## src/include/umsel_pkg.sv

```systemverilog
// Shared constants and carrier types for the user-control profile select block.
// Assumes one 20 MHz system clock; registers reached over Avalon-MM.
package umsel_pkg;
	// Clock period in ns
	localparam int CLK_NS = 50;
	// Generic switch debounce time in us and its cycle count
	localparam int SW_DEB_US = 5000;
	localparam int SW_DEB_CYC = (SW_DEB_US * 1000) / CLK_NS;
	// Register byte offsets
	localparam logic [5:0] OFS_CTRL = 6'h00;
	localparam logic [5:0] OFS_VALID = 6'h04;
	localparam logic [5:0] OFS_COILDEB = 6'h08;
	localparam logic [5:0] OFS_FADE = 6'h0C;
	localparam logic [5:0] OFS_STATUS = 6'h10;
	localparam logic [5:0] OFS_TRIMMAP = 6'h14;
	// Reset values
	localparam logic [12:0] CTRL_RST = 13'h0400;
	localparam logic [3:0] VALID_RST = 4'h1;
	localparam logic [15:0] COILDEB_RST = 16'hFFFF;
	localparam logic [15:0] FADE_RST = 16'h0100;
	// Profiles
	localparam logic [1:0] PROF_A = 2'h0;
	localparam logic [1:0] PROF_B = 2'h1;
	localparam logic [1:0] PROF_D = 2'h3;
	// Trimmer map geometry
	localparam int NPAR = 19;
	localparam int NTRIM = 4;
	localparam logic [2:0] CH_VOL = 3'h4;
	localparam logic [2:0] MAP_NONE = 3'h7;
	// Gain limits
	localparam logic [5:0] GAIN_MAX = 6'h3F;
	localparam logic [5:0] GAIN_RST = 6'h20;
	// Switch pin indices
	localparam int SW_A = 0;
	localparam int SW_B = 1;
	localparam int SW_UP = 2;
	localparam int SW_DN = 3;
	// Control register fields
	typedef struct packed {
		logic vol_pu;       // Volume pins pulled up, closure low
		logic trim_en;      // Trimmer mode
		logic ind_en;       // Indicator playback on change
		logic log_taper;    // Analog volume log taper
		logic rocker_ms;    // Rocker drives profile select
		logic vol_ana;      // Analog volume enable
		logic vol_dig;      // Digital volume enable
		logic b_dis;        // Second select input disabled
		logic coil_en;      // Auto coil, fourth profile reserved
		logic b_pu;         // Second input pull-up
		logic a_pu;         // First input pull-up
		logic b_static;     // Second input static switch
		logic a_static;     // First input static switch
	} umsel_ctrl_t;
	// Converter sample carrier
	typedef struct packed {
		logic vld;
		logic [2:0] ch;
		logic [7:0] pos;
	} umsel_smp_t;
endpackage

```

## src/rtl/umsel_deb.sv

```systemverilog
// Synchroniser and level debouncer for one switch pin.
// Assumes an asynchronous raw pin; output level is stable for CNT cycles.
`timescale 1ns/10ps
`default_nettype none
module umsel_deb import umsel_pkg::*; #(
	parameter int CNT = SW_DEB_CYC
) (
	input wire logic MCLK,
	input wire logic RST_N,
	input wire logic raw,
	output logic lvl
);
	// All state of the debouncer
	typedef struct packed {
		logic s1;          // First sync stage
		logic s2;          // Second sync stage
		logic [$clog2(CNT+1)-1:0] cnt; // Agreement counter
		logic lvl;         // Filtered level
	} umsel_deb_t;
	umsel_deb_t st_r, st_nxt;
	// Next state
	always_comb begin
		st_nxt = st_r;
		st_nxt.s1 = raw;
		st_nxt.s2 = st_r.s1;
		if (st_r.s2 == st_r.lvl) begin
			st_nxt.cnt = '0;
		end else if (st_r.cnt == ($clog2(CNT+1))'(CNT - 1)) begin
			st_nxt.cnt = '0;
			st_nxt.lvl = st_r.s2;
		end else begin
			st_nxt.cnt = st_r.cnt + 1'b1;
		end
	end
	// State register
	always_ff @(posedge MCLK) begin
		if (!RST_N) begin
			st_r <= '0;
		end else begin
			st_r <= st_nxt;
		end
	end
	assign lvl = st_r.lvl;
endmodule // umsel_deb
`default_nettype wire

```

## src/rtl/umsel_top.sv

```systemverilog
// Profile select, auto coil, volume and trimmer mapping control.
// Assumes switch pins are asynchronous and converter samples are on MCLK.
// What this block does
// - Momentary first select starts in profile A
// - Press loads next valid profile, ascending order
// - Past last valid profile wraps to A
// - First input steps among the four profiles; second input only drives auto coil
// - First input set momentary or static; second input static bit has no effect
// - Each input selects pull-up or pull-down
// - Auto coil: closed second input enters D
// - After debounced open, return to prior profile
// - Debounce starts on closed-to-open change
// - Leave D only after full open period
// - Each change fades audio, optional indicator
// - Indicator chosen by destination profile
// - Coil mode may disable second input
// - Up pin raises gain, down lowers
// - Only one volume control source enabled
// - Rocker may also drive profile select
// - Analog volume log or linear taper
// - Converter samples four trimmers plus volume
// - Trimmer change updates parameters at once
// - Nineteen parameters, sixteen values, shared trimmers
// - Rocker action happens on release
//
// The Avalon-MM slave port and the register addresses were chosen for this implementation.
`timescale 1ns/10ps
`default_nettype none
module umsel_top import umsel_pkg::*; #(
	parameter int SW_DEB = SW_DEB_CYC
) (
	input wire logic MCLK,
	input wire logic RST_N,
	input wire logic [5:0] AVS_ADDRESS,
	input wire logic AVS_READ,
	input wire logic AVS_WRITE,
	input wire logic [31:0] AVS_WRITEDATA,
	input wire logic [3:0] AVS_BYTEENABLE,
	output logic [31:0] AVS_READDATA,
	output logic AVS_WAITREQUEST,
	input wire logic PROFILE_SELECT_IN_A,
	input wire logic PROFILE_SELECT_IN_B,
	input wire logic VOLUME_UP_PIN,
	input wire logic VOLUME_DOWN_PIN,
	output logic [1:0] PULL_UP_EN,
	output logic [1:0] PULL_DOWN_EN,
	input wire umsel_smp_t TRIM_SAMPLE,
	output logic [1:0] PROFILE,
	output logic FADE_OUT,
	output logic INDICATOR_REQ,
	output logic [1:0] INDICATOR_ID,
	output logic [5:0] VOL_GAIN,
	output logic [NPAR*4-1:0] PARAM_VAL
);
	// All state of the block
	typedef struct packed {
		umsel_ctrl_t ctrl;             // Control bits
		logic [3:0] valid;             // Valid profile mask
		logic [15:0] coil_per;         // Coil open debounce cycles
		logic [15:0] fade_len;         // Fade length cycles
		logic [NPAR-1:0][2:0] map;     // Trimmer source per parameter
		logic [1:0] prof;              // Active profile
		logic [1:0] saved;             // Profile before coil entry
		logic in_coil;                 // Coil profile active
		logic [15:0] open_cnt;         // Open samples counted
		logic [15:0] fade_cnt;         // Fade cycles left
		logic fade;                    // Fade output
		logic ind_req;                 // Indicator request pulse
		logic [1:0] ind_id;            // Indicator choice
		logic [5:0] gain;              // Volume gain
		logic [1:0] pull_dn; // Pull-down enables, own flops
		logic [NPAR-1:0][3:0] par;     // Parameter values
		logic [3:0] prev;              // Closure level last cycle
		logic wait_r;                  // Bus waitrequest
		logic [31:0] rdata;            // Bus read data
	} umsel_st_t;
	umsel_st_t st_r, st_nxt;
	// Control word after reset, as fields
	localparam umsel_ctrl_t CTRL_INIT = umsel_ctrl_t'(CTRL_RST);
	// Debounced pin levels
	logic [3:0] raw, lvl, closed, rel;
	logic [3:0] pu;
	logic [3:0] vmask;
	logic [1:0] up_tgt, dn_tgt;
	logic b_closed, busy, a_take, coil_enter, coil_leave, req;
	logic [15:0] map_word;
	assign raw = {VOLUME_DOWN_PIN, VOLUME_UP_PIN, PROFILE_SELECT_IN_B, PROFILE_SELECT_IN_A};
	// One debouncer per switch pin
	genvar gi;
	generate
		for (gi = 0; gi < 4; gi++) begin : g_sw
			umsel_deb #(.CNT(SW_DEB)) u_deb (
				.MCLK(MCLK),
				.RST_N(RST_N),
				.raw(raw[gi]),
				.lvl(lvl[gi])
			);
		end
	endgenerate
	// Closure polarity follows the pull choice
	assign pu = {st_r.ctrl.vol_pu, st_r.ctrl.vol_pu, st_r.ctrl.b_pu, st_r.ctrl.a_pu};
	assign closed = lvl ^ pu;
	// Release edge of a debounced closure
	assign rel = st_r.prev & ~closed;
	// Profile A always counts as valid; D reserved in coil mode
	always_comb begin
		vmask = st_r.valid | 4'h1;
		if (st_r.ctrl.coil_en) begin
			vmask[PROF_D] = 1'b0;
		end
	end
	// Next valid profile upward, else A
	always_comb begin
		up_tgt = PROF_A;
		for (int i = 3; i >= 1; i--) begin
			if (i > st_r.prof && vmask[i]) begin
				up_tgt = 2'(i);
			end
		end
	end
	// Next valid profile downward, else highest valid
	always_comb begin
		dn_tgt = PROF_A;
		for (int i = 0; i <= 3; i++) begin
			if (vmask[i]) begin
				dn_tgt = 2'(i);
			end
		end
		for (int i = 0; i <= 2; i++) begin
			if (i < st_r.prof && vmask[i]) begin
				dn_tgt = 2'(i);
			end
		end
	end
	// Event qualifiers
	assign busy = st_r.fade_cnt != '0;
	assign b_closed = closed[SW_B] && st_r.ctrl.coil_en && !st_r.ctrl.b_dis;
	assign coil_enter = !st_r.in_coil && b_closed && !busy;
	assign coil_leave = st_r.in_coil && !b_closed && !busy && st_r.open_cnt >= st_r.coil_per;
	assign a_take = !st_r.ctrl.a_static && !st_r.in_coil && !busy && rel[SW_A];
	assign req = AVS_READ || AVS_WRITE;
	assign map_word = {8'h00, st_r.map[AVS_WRITEDATA[4:0] % NPAR], AVS_WRITEDATA[4:0]};
	// Next state of the whole block
	always_comb begin
		logic chg;
		logic [1:0] tgt;
		logic [31:0] wd;
		logic [31:0] cur;
		logic [8:0] sq;
		chg = 1'b0;
		tgt = st_r.prof;
		wd = '0;
		cur = '0;
		sq = '0;
		st_nxt = st_r;
		st_nxt.prev = closed;
		st_nxt.ind_req = 1'b0;
		// Coil open counter, restarted by any closed sample
		if (!st_r.in_coil || b_closed) begin
			st_nxt.open_cnt = '0;
		end else if (st_r.open_cnt != 16'hFFFF) begin
			st_nxt.open_cnt = st_r.open_cnt + 16'h0001;
		end
		// Profile selection by priority
		if (coil_enter) begin
			st_nxt.saved = st_r.prof;
			st_nxt.in_coil = 1'b1;
			tgt = PROF_D;
			chg = 1'b1;
		end else if (coil_leave) begin
			st_nxt.in_coil = 1'b0;
			tgt = st_r.saved;
			chg = 1'b1;
		end else if (a_take) begin
			tgt = up_tgt;
			chg = 1'b1;
		end else if (st_r.ctrl.a_static && !st_r.in_coil && !busy) begin
			// Static first input: closed picks B when valid
			tgt = (closed[SW_A] && vmask[PROF_B]) ? PROF_B : PROF_A;
			chg = 1'b1;
		end else if (st_r.ctrl.rocker_ms && st_r.ctrl.vol_dig && !st_r.in_coil && !busy) begin
			if (rel[SW_UP]) begin
				tgt = up_tgt;
				chg = 1'b1;
			end else if (rel[SW_DN]) begin
				tgt = dn_tgt;
				chg = 1'b1;
			end
		end
		// A real change starts the fade and indicator
		if (chg && tgt != st_r.prof) begin
			st_nxt.prof = tgt;
			st_nxt.fade_cnt = (st_r.fade_len == '0) ? 16'h0001 : st_r.fade_len;
			st_nxt.ind_req = st_r.ctrl.ind_en;
			st_nxt.ind_id = tgt;
		end else if (busy) begin
			st_nxt.fade_cnt = st_r.fade_cnt - 16'h0001;
		end
		st_nxt.fade = st_nxt.fade_cnt != '0;
		// Digital volume on button release
		if (st_r.ctrl.vol_dig && !st_r.ctrl.rocker_ms) begin
			if (rel[SW_UP] && st_r.gain != GAIN_MAX) begin
				st_nxt.gain = st_r.gain + 6'h01;
			end else if (rel[SW_DN] && st_r.gain != '0) begin
				st_nxt.gain = st_r.gain - 6'h01;
			end
		end
		// Converter samples: volume pot and trimmers
		if (TRIM_SAMPLE.vld) begin
			if (TRIM_SAMPLE.ch == CH_VOL && st_r.ctrl.vol_ana) begin
				sq = 9'((16'(TRIM_SAMPLE.pos) * 16'(TRIM_SAMPLE.pos)) >> 7);
				st_nxt.gain = st_r.ctrl.log_taper ? sq[8:3] : TRIM_SAMPLE.pos[7:2];
			end else if (st_r.ctrl.trim_en && TRIM_SAMPLE.ch < 3'(NTRIM)) begin
				for (int p = 0; p < NPAR; p++) begin
					if (st_r.map[p] == TRIM_SAMPLE.ch) begin
						st_nxt.par[p] = TRIM_SAMPLE.pos[7:4];
					end
				end
			end
		end
		// Avalon slave: answer one cycle after request, act on release edge
		if (req && st_r.wait_r) begin
			st_nxt.wait_r = 1'b0;
			unique case (AVS_ADDRESS)
				OFS_CTRL: st_nxt.rdata = 32'(st_r.ctrl);
				OFS_VALID: st_nxt.rdata = 32'(st_r.valid);
				OFS_COILDEB: st_nxt.rdata = 32'(st_r.coil_per);
				OFS_FADE: st_nxt.rdata = 32'(st_r.fade_len);
				OFS_STATUS: st_nxt.rdata = {16'h0000, st_r.gain, busy, st_r.fade, st_r.in_coil,
					st_r.ind_id, st_r.saved, st_r.prof, 1'b0};
				OFS_TRIMMAP: st_nxt.rdata = 32'(map_word);
				default: st_nxt.rdata = '0;
			endcase
		end else if (req) begin
			st_nxt.wait_r = 1'b1;
			if (AVS_WRITE) begin
				unique case (AVS_ADDRESS)
					OFS_CTRL: cur = 32'(st_r.ctrl);
					OFS_VALID: cur = 32'(st_r.valid);
					OFS_COILDEB: cur = 32'(st_r.coil_per);
					OFS_FADE: cur = 32'(st_r.fade_len);
					default: cur = '0;
				endcase
				for (int b = 0; b < 4; b++) begin
					wd[b*8 +: 8] = AVS_BYTEENABLE[b] ? AVS_WRITEDATA[b*8 +: 8] : cur[b*8 +: 8];
				end
				unique case (AVS_ADDRESS)
					OFS_CTRL: begin
						st_nxt.ctrl = umsel_ctrl_t'(wd[12:0]);
						st_nxt.ctrl.vol_ana = st_nxt.ctrl.vol_ana && !st_nxt.ctrl.vol_dig;
					end
					OFS_VALID: st_nxt.valid = wd[3:0];
					OFS_COILDEB: st_nxt.coil_per = wd[15:0];
					OFS_FADE: st_nxt.fade_len = wd[15:0];
					OFS_TRIMMAP: begin
						if (AVS_BYTEENABLE[0] && AVS_WRITEDATA[4:0] < 5'(NPAR)) begin
							st_nxt.map[AVS_WRITEDATA[4:0]] = AVS_WRITEDATA[7:5];
						end
					end
					default: ;
				endcase
			end
		end
		// Pull-downs are the complement of the pull-ups
		st_nxt.pull_dn = ~{st_nxt.ctrl.b_pu, st_nxt.ctrl.a_pu};
	end
	// State register
	always_ff @(posedge MCLK) begin
		if (!RST_N) begin
			st_r <= '0;
			st_r.ctrl <= CTRL_INIT;
			st_r.pull_dn <= ~{CTRL_INIT.b_pu, CTRL_INIT.a_pu};
			st_r.valid <= VALID_RST;
			st_r.coil_per <= COILDEB_RST;
			st_r.fade_len <= FADE_RST;
			st_r.map <= {NPAR{MAP_NONE}};
			st_r.prof <= PROF_A;
			st_r.gain <= GAIN_RST;
			st_r.wait_r <= 1'b1;
		end else begin
			st_r <= st_nxt;
		end
	end
	// Outputs straight from state flops
	assign AVS_READDATA = st_r.rdata;
	assign AVS_WAITREQUEST = st_r.wait_r;
	assign PULL_UP_EN = {st_r.ctrl.b_pu, st_r.ctrl.a_pu};
	assign PULL_DOWN_EN = st_r.pull_dn;
	assign PROFILE = st_r.prof;
	assign FADE_OUT = st_r.fade;
	assign INDICATOR_REQ = st_r.ind_req;
	assign INDICATOR_ID = st_r.ind_id;
	assign VOL_GAIN = st_r.gain;
	assign PARAM_VAL = st_r.par;
endmodule // umsel_top
`default_nettype wire

```

## config.mk

```make
export PLATFORM = sky130hd
export DESIGN_NAME = umsel_top
export DESIGN_NICKNAME = d
export VERILOG_FILES = /design/src/include/umsel_pkg.sv /design/src/rtl/umsel_deb.sv /design/src/rtl/umsel_top.sv
export SDC_FILE = /design/constraint.sdc
export NUM_CORES = 1
export LEC_CHECK = 0
export ABC_AREA = 1
export BUFFER_PORTS_ARGS = -buffer_cell sky130_fd_sc_hd__buf_2
export CAP_MARGIN = 30
export CORE_MARGIN = 2
export CORE_UTILIZATION = 55
export CTS_BUF_LIST = sky130_fd_sc_hd__clkbuf_4
export CTS_CLUSTER_SIZE = 30
export DETAILED_ROUTE_END_ITERATION = 7
export PLACE_DENSITY = 0.78
export SLEW_MARGIN = 20
export SYNTH_ARGS = -nofsm -noshare
export SYNTH_HDL_FRONTEND = slang
export SYNTH_SLANG_ARGS = --single-unit
export TNS_END_PERCENT = 1
```

## constraint.sdc

```tcl
create_clock -name MCLK -period 4.7 [get_ports MCLK]
set_clock_uncertainty 0.1 [all_clocks]
set_input_delay 0.47 -clock MCLK [delete_from_list [all_inputs] [get_ports MCLK]]
set_output_delay 0.47 -clock MCLK [all_outputs]
set_load 0.01 [all_outputs]
```

==> impl_metrics.json <==
{
  "core-area_sq_um": 32290,
  "grt_use_total_pct": 26.93,
  "crit_chain": "buf_2 -> nand2_1 -> fa_1 -> inv_1 -> fa_1 -> fa_1 -> inv_1 -> fa_1 -> inv_1 -> ha_1 -> a21oi_1 -> o21ai_0 -> o21bai_1 -> a21o_1 -> nand2_1 -> nand2_1 -> a21oi_2 -> buf_4 -> xor2_1 -> o21ai_0 -> a21oi_1",
  "die_area_sq_um": 33980,
  "post_drt_wl_per_cell_um": 15.28,
  "hold_path_class": "in -> reg",
  "ys_seq_area_share_pct": 36.82,
  "rsz0062_at_grt": "false",
  "rows": 66,
  "cts_tree": "done",
  "clkSinkCount": 329,
  "power_density_nw_per_um2": 357.2,
  "post-dp-hpwl_um": 33200,
  "critPathMaxFanout": 5,
  "slew_violations": 0,
  "finalHoldViolations": 0,
  "min_from": "AVS_WRITEDATA[8]",
  "synth_edf_count": 0,
  "period_minus_slack_ns": 4.161,
  "tightestPinTransition_ns": 0.9153,
  "viasPerCell": 5.431,
  "fin_crit_sh_pct": 88.53,
  "cpMostUsedCell": "fa_1",
  "crit_type": "in -> reg",
  "async_flop_share_pct": 0,
  "yosysWarningCount": 0,
  "synth-seq-cells": 329,
  "first_pass_iters": 6,
  "crit_path_start": "TRIM_SAMPLE[7]",
  "gp_congestion": 0.9302,
  "dieHeight_um": 184.4,
  "finalSetupViolCount": 0,
  "synthCells": 2443,
  "drc": 0,
  "ir_worst_vdd_mv": 0.1894,
  "vias": 16526,
  "drtIter0Drc": 1335,
  "crit_path_end_kind": "flip-flop",
  "cp_slowest_cell": "fa_1",
  "total_power_mw": 6.953,
  "clk_latency_ns": 0.76,
  "grt_pass1_vias": 15311,
  "start_kind": "primary input",
  "status": "finished, final reports clean",
  "fin_nets": 2686,
  "ctsHoldBuffers": 10,
  "wl_met1_um": 20260,
  "pin_count": 187,
  "top_layer_used": "met5",
  "met2_length_um": 20950,
  "synth_top_flop_cell": "dfxtp_1",
  "fmax_mhz": 240.3,
  "cp.arrival_ns": 4.73,
  "reg2reg_from": "st_r[125]$_SDFF_PN0_",
  "drive_gt1_share_pct": 14.47,
  "max_stage_delay_ns": 0.57,
  "grt_overflow": 0,
  "slew_headroom_pct": 38.98,
  "grt_max_degree": 107,
  "avgSynthCellArea_sq_um": 7.323,
  "synth_cell_type_count": 54,
  "fp.dieW_um": 184.4,
  "met3_wirelength_um": 3938,
  "holdWs_ns": 0.06184,
  "grt_pass1_wl_um": 74110,
  "finalWirelength_um": 46500,
  "root_buffer": "clkbuf_4",
  "post_cts_buffers": 0,
  "syn_area_sq_um": 17890,
  "htree_num_levels": 3,
  "start_util_pct": 55.41,
  "postCtsResizedCells": 0,
  "maxCapViolations": 0,
  "antenna_found_initial": 4,
  "worst_ep_required_time_ns": 5.27,
  "final_antenna_net_count": 0,
  "p_leak_nw": 9.383,
  "clk_pin_slew_ns": 0.06,
  "io_buffers": 152,
  "cts.path.max_buffers": 3,
  "numCtsBuffers": 88,
  "areaGrowthSynthToFinish_pct": 8.805
}
## cells by family after synthesis
| kind of cell | Yosys count | synth area share, % |
|---|---|---|
| buffers and inverters | 546 | 14.22 |
| flip-flops | 329 | 36.82 |
| AND/OR/NAND/NOR | 822 | 20.17 |
| other | 1 | 0.02096 |
| AO/OA/AOI/OAI | 574 | 17.63 |
| XOR/XNOR | 86 | 4.210 |
| multiplexers | 3 | 0.1888 |
| adder cells (fa/ha/maj) | 82 | 6.742 |
## critical path: cells and delay by family
family / cells / cell delay (ns)
AO/OA/AOI/OAI: 7 / 0.96
adder cells (fa/ha/maj): 5 / 2.46
buffers and inverters: 5 / 0.44
AND/OR/NAND/NOR: 3 / 0.25
XOR/XNOR: 1 / 0.15
## metal layers
layer / up-vias / global-route usage [%]
met1: 7641 / 35.16
met3: 103 / 6.264
li1: 8101 / -
met5: - / 0
met2: 675 / 42.86
met4: 6 / 11.10
## worst paths after layout
path         slack, ns  cells past startpoint                                 to
min reg2reg       0.30                      2  g_sw[1].u_deb.st_r[18]$_SDFF_PN0_
min               0.06                      5             st_r[227]$_SDFFE_PN1P_
max reg2reg       1.59                     21                FADE_OUT$_SDFF_PN0_
max               0.54                     21             VOL_GAIN[3]$_SDFF_PN0_
## through the flow
stage                     util (%)  setup WS, ns  instances  area [sq um]  setup TNS [ns]
after global placement       56.51       -0.1231       2880         18250         -0.2644
after detailed placement     56.51       -0.1742       2880         18250         -0.3871
final                        60.28        0.5392       3043         19460               0
after CTS                    60.20        0.6282       3037         19440               0
after global routing         60.28        0.3251       3042         19460               0
after floorplan                  -       0.02003       2459         17960               0
## layout make-up
class                   count  area (sq um)
clock inverters            19         130.1
diodes                      2         5.005
fillers                  2977         12820
flip-flops and latches    329          6586
repair buffers            198          1126
well taps                 442         553.0
inverters                 341          1280
multi-input cells        1584          8823
clock buffers             128         960.9
## placed cells by master, fill, tap and decap left out, types with 19 or more instances in the layout
master	count
buf_4	33
dfxtp_1	329
a21oi_1	228
xor2_1	67
ha_1	58
fa_1	24
o21ai_0	224
nor2_1	193
nand3_1	97
clkbuf_4	129
nor4_1	21
xnor2_1	19
nand4_1	22
inv_1	320
nand2_1	392
o211ai_1	63
buf_2	154
nor3_1	36
## cells in the mapped netlist (3+ instances only)
cell / n / area share (%)
a21boi_0: 3 / 0.13
a21oi_1: 229 / 6.4
a221oi_1: 3 / 0.15
buf_2: 8 / 0.22
buf_4: 123 / 5.2
buf_6: 3 / 0.19
clkbuf_1: 70 / 1.5
clkinv_1: 7 / 0.15
dfxtp_1: 329 / 37
fa_1: 24 / 2.7
ha_1: 58 / 4.1
inv_1: 320 / 6.7
inv_2: 14 / 0.29
mux2_2: 3 / 0.19
nand2_1: 392 / 8.2
nand2_2: 10 / 0.35
nand2_4: 3 / 0.19
nand3_1: 97 / 2.7
nand3_2: 5 / 0.28
nand3b_1: 8 / 0.34
nand4_1: 22 / 0.77
nor2_1: 193 / 4.0
nor2_2: 5 / 0.17
nor2_4: 3 / 0.19
nor3_1: 36 / 1.0
nor3b_1: 13 / 0.55
nor4_1: 21 / 0.73
o211ai_1: 63 / 2.6
o21a_1: 5 / 0.21
o21ai_0: 225 / 6.3
o21ai_1: 6 / 0.17
o21bai_1: 4 / 0.17
o221ai_1: 3 / 0.15
o22ai_1: 17 / 0.59
o31ai_1: 4 / 0.17
or4_1: 7 / 0.29
xnor2_1: 19 / 0.93
xor2_1: 67 / 3.3
## report_power, final
part	internal (mW)	switching (mW)
sequential	2.86	0.0550
clock	1.35	1.19
combinational	0.566	0.941
total	4.77	2.18
No activity file was read; power rests on OpenSTA's default activity.
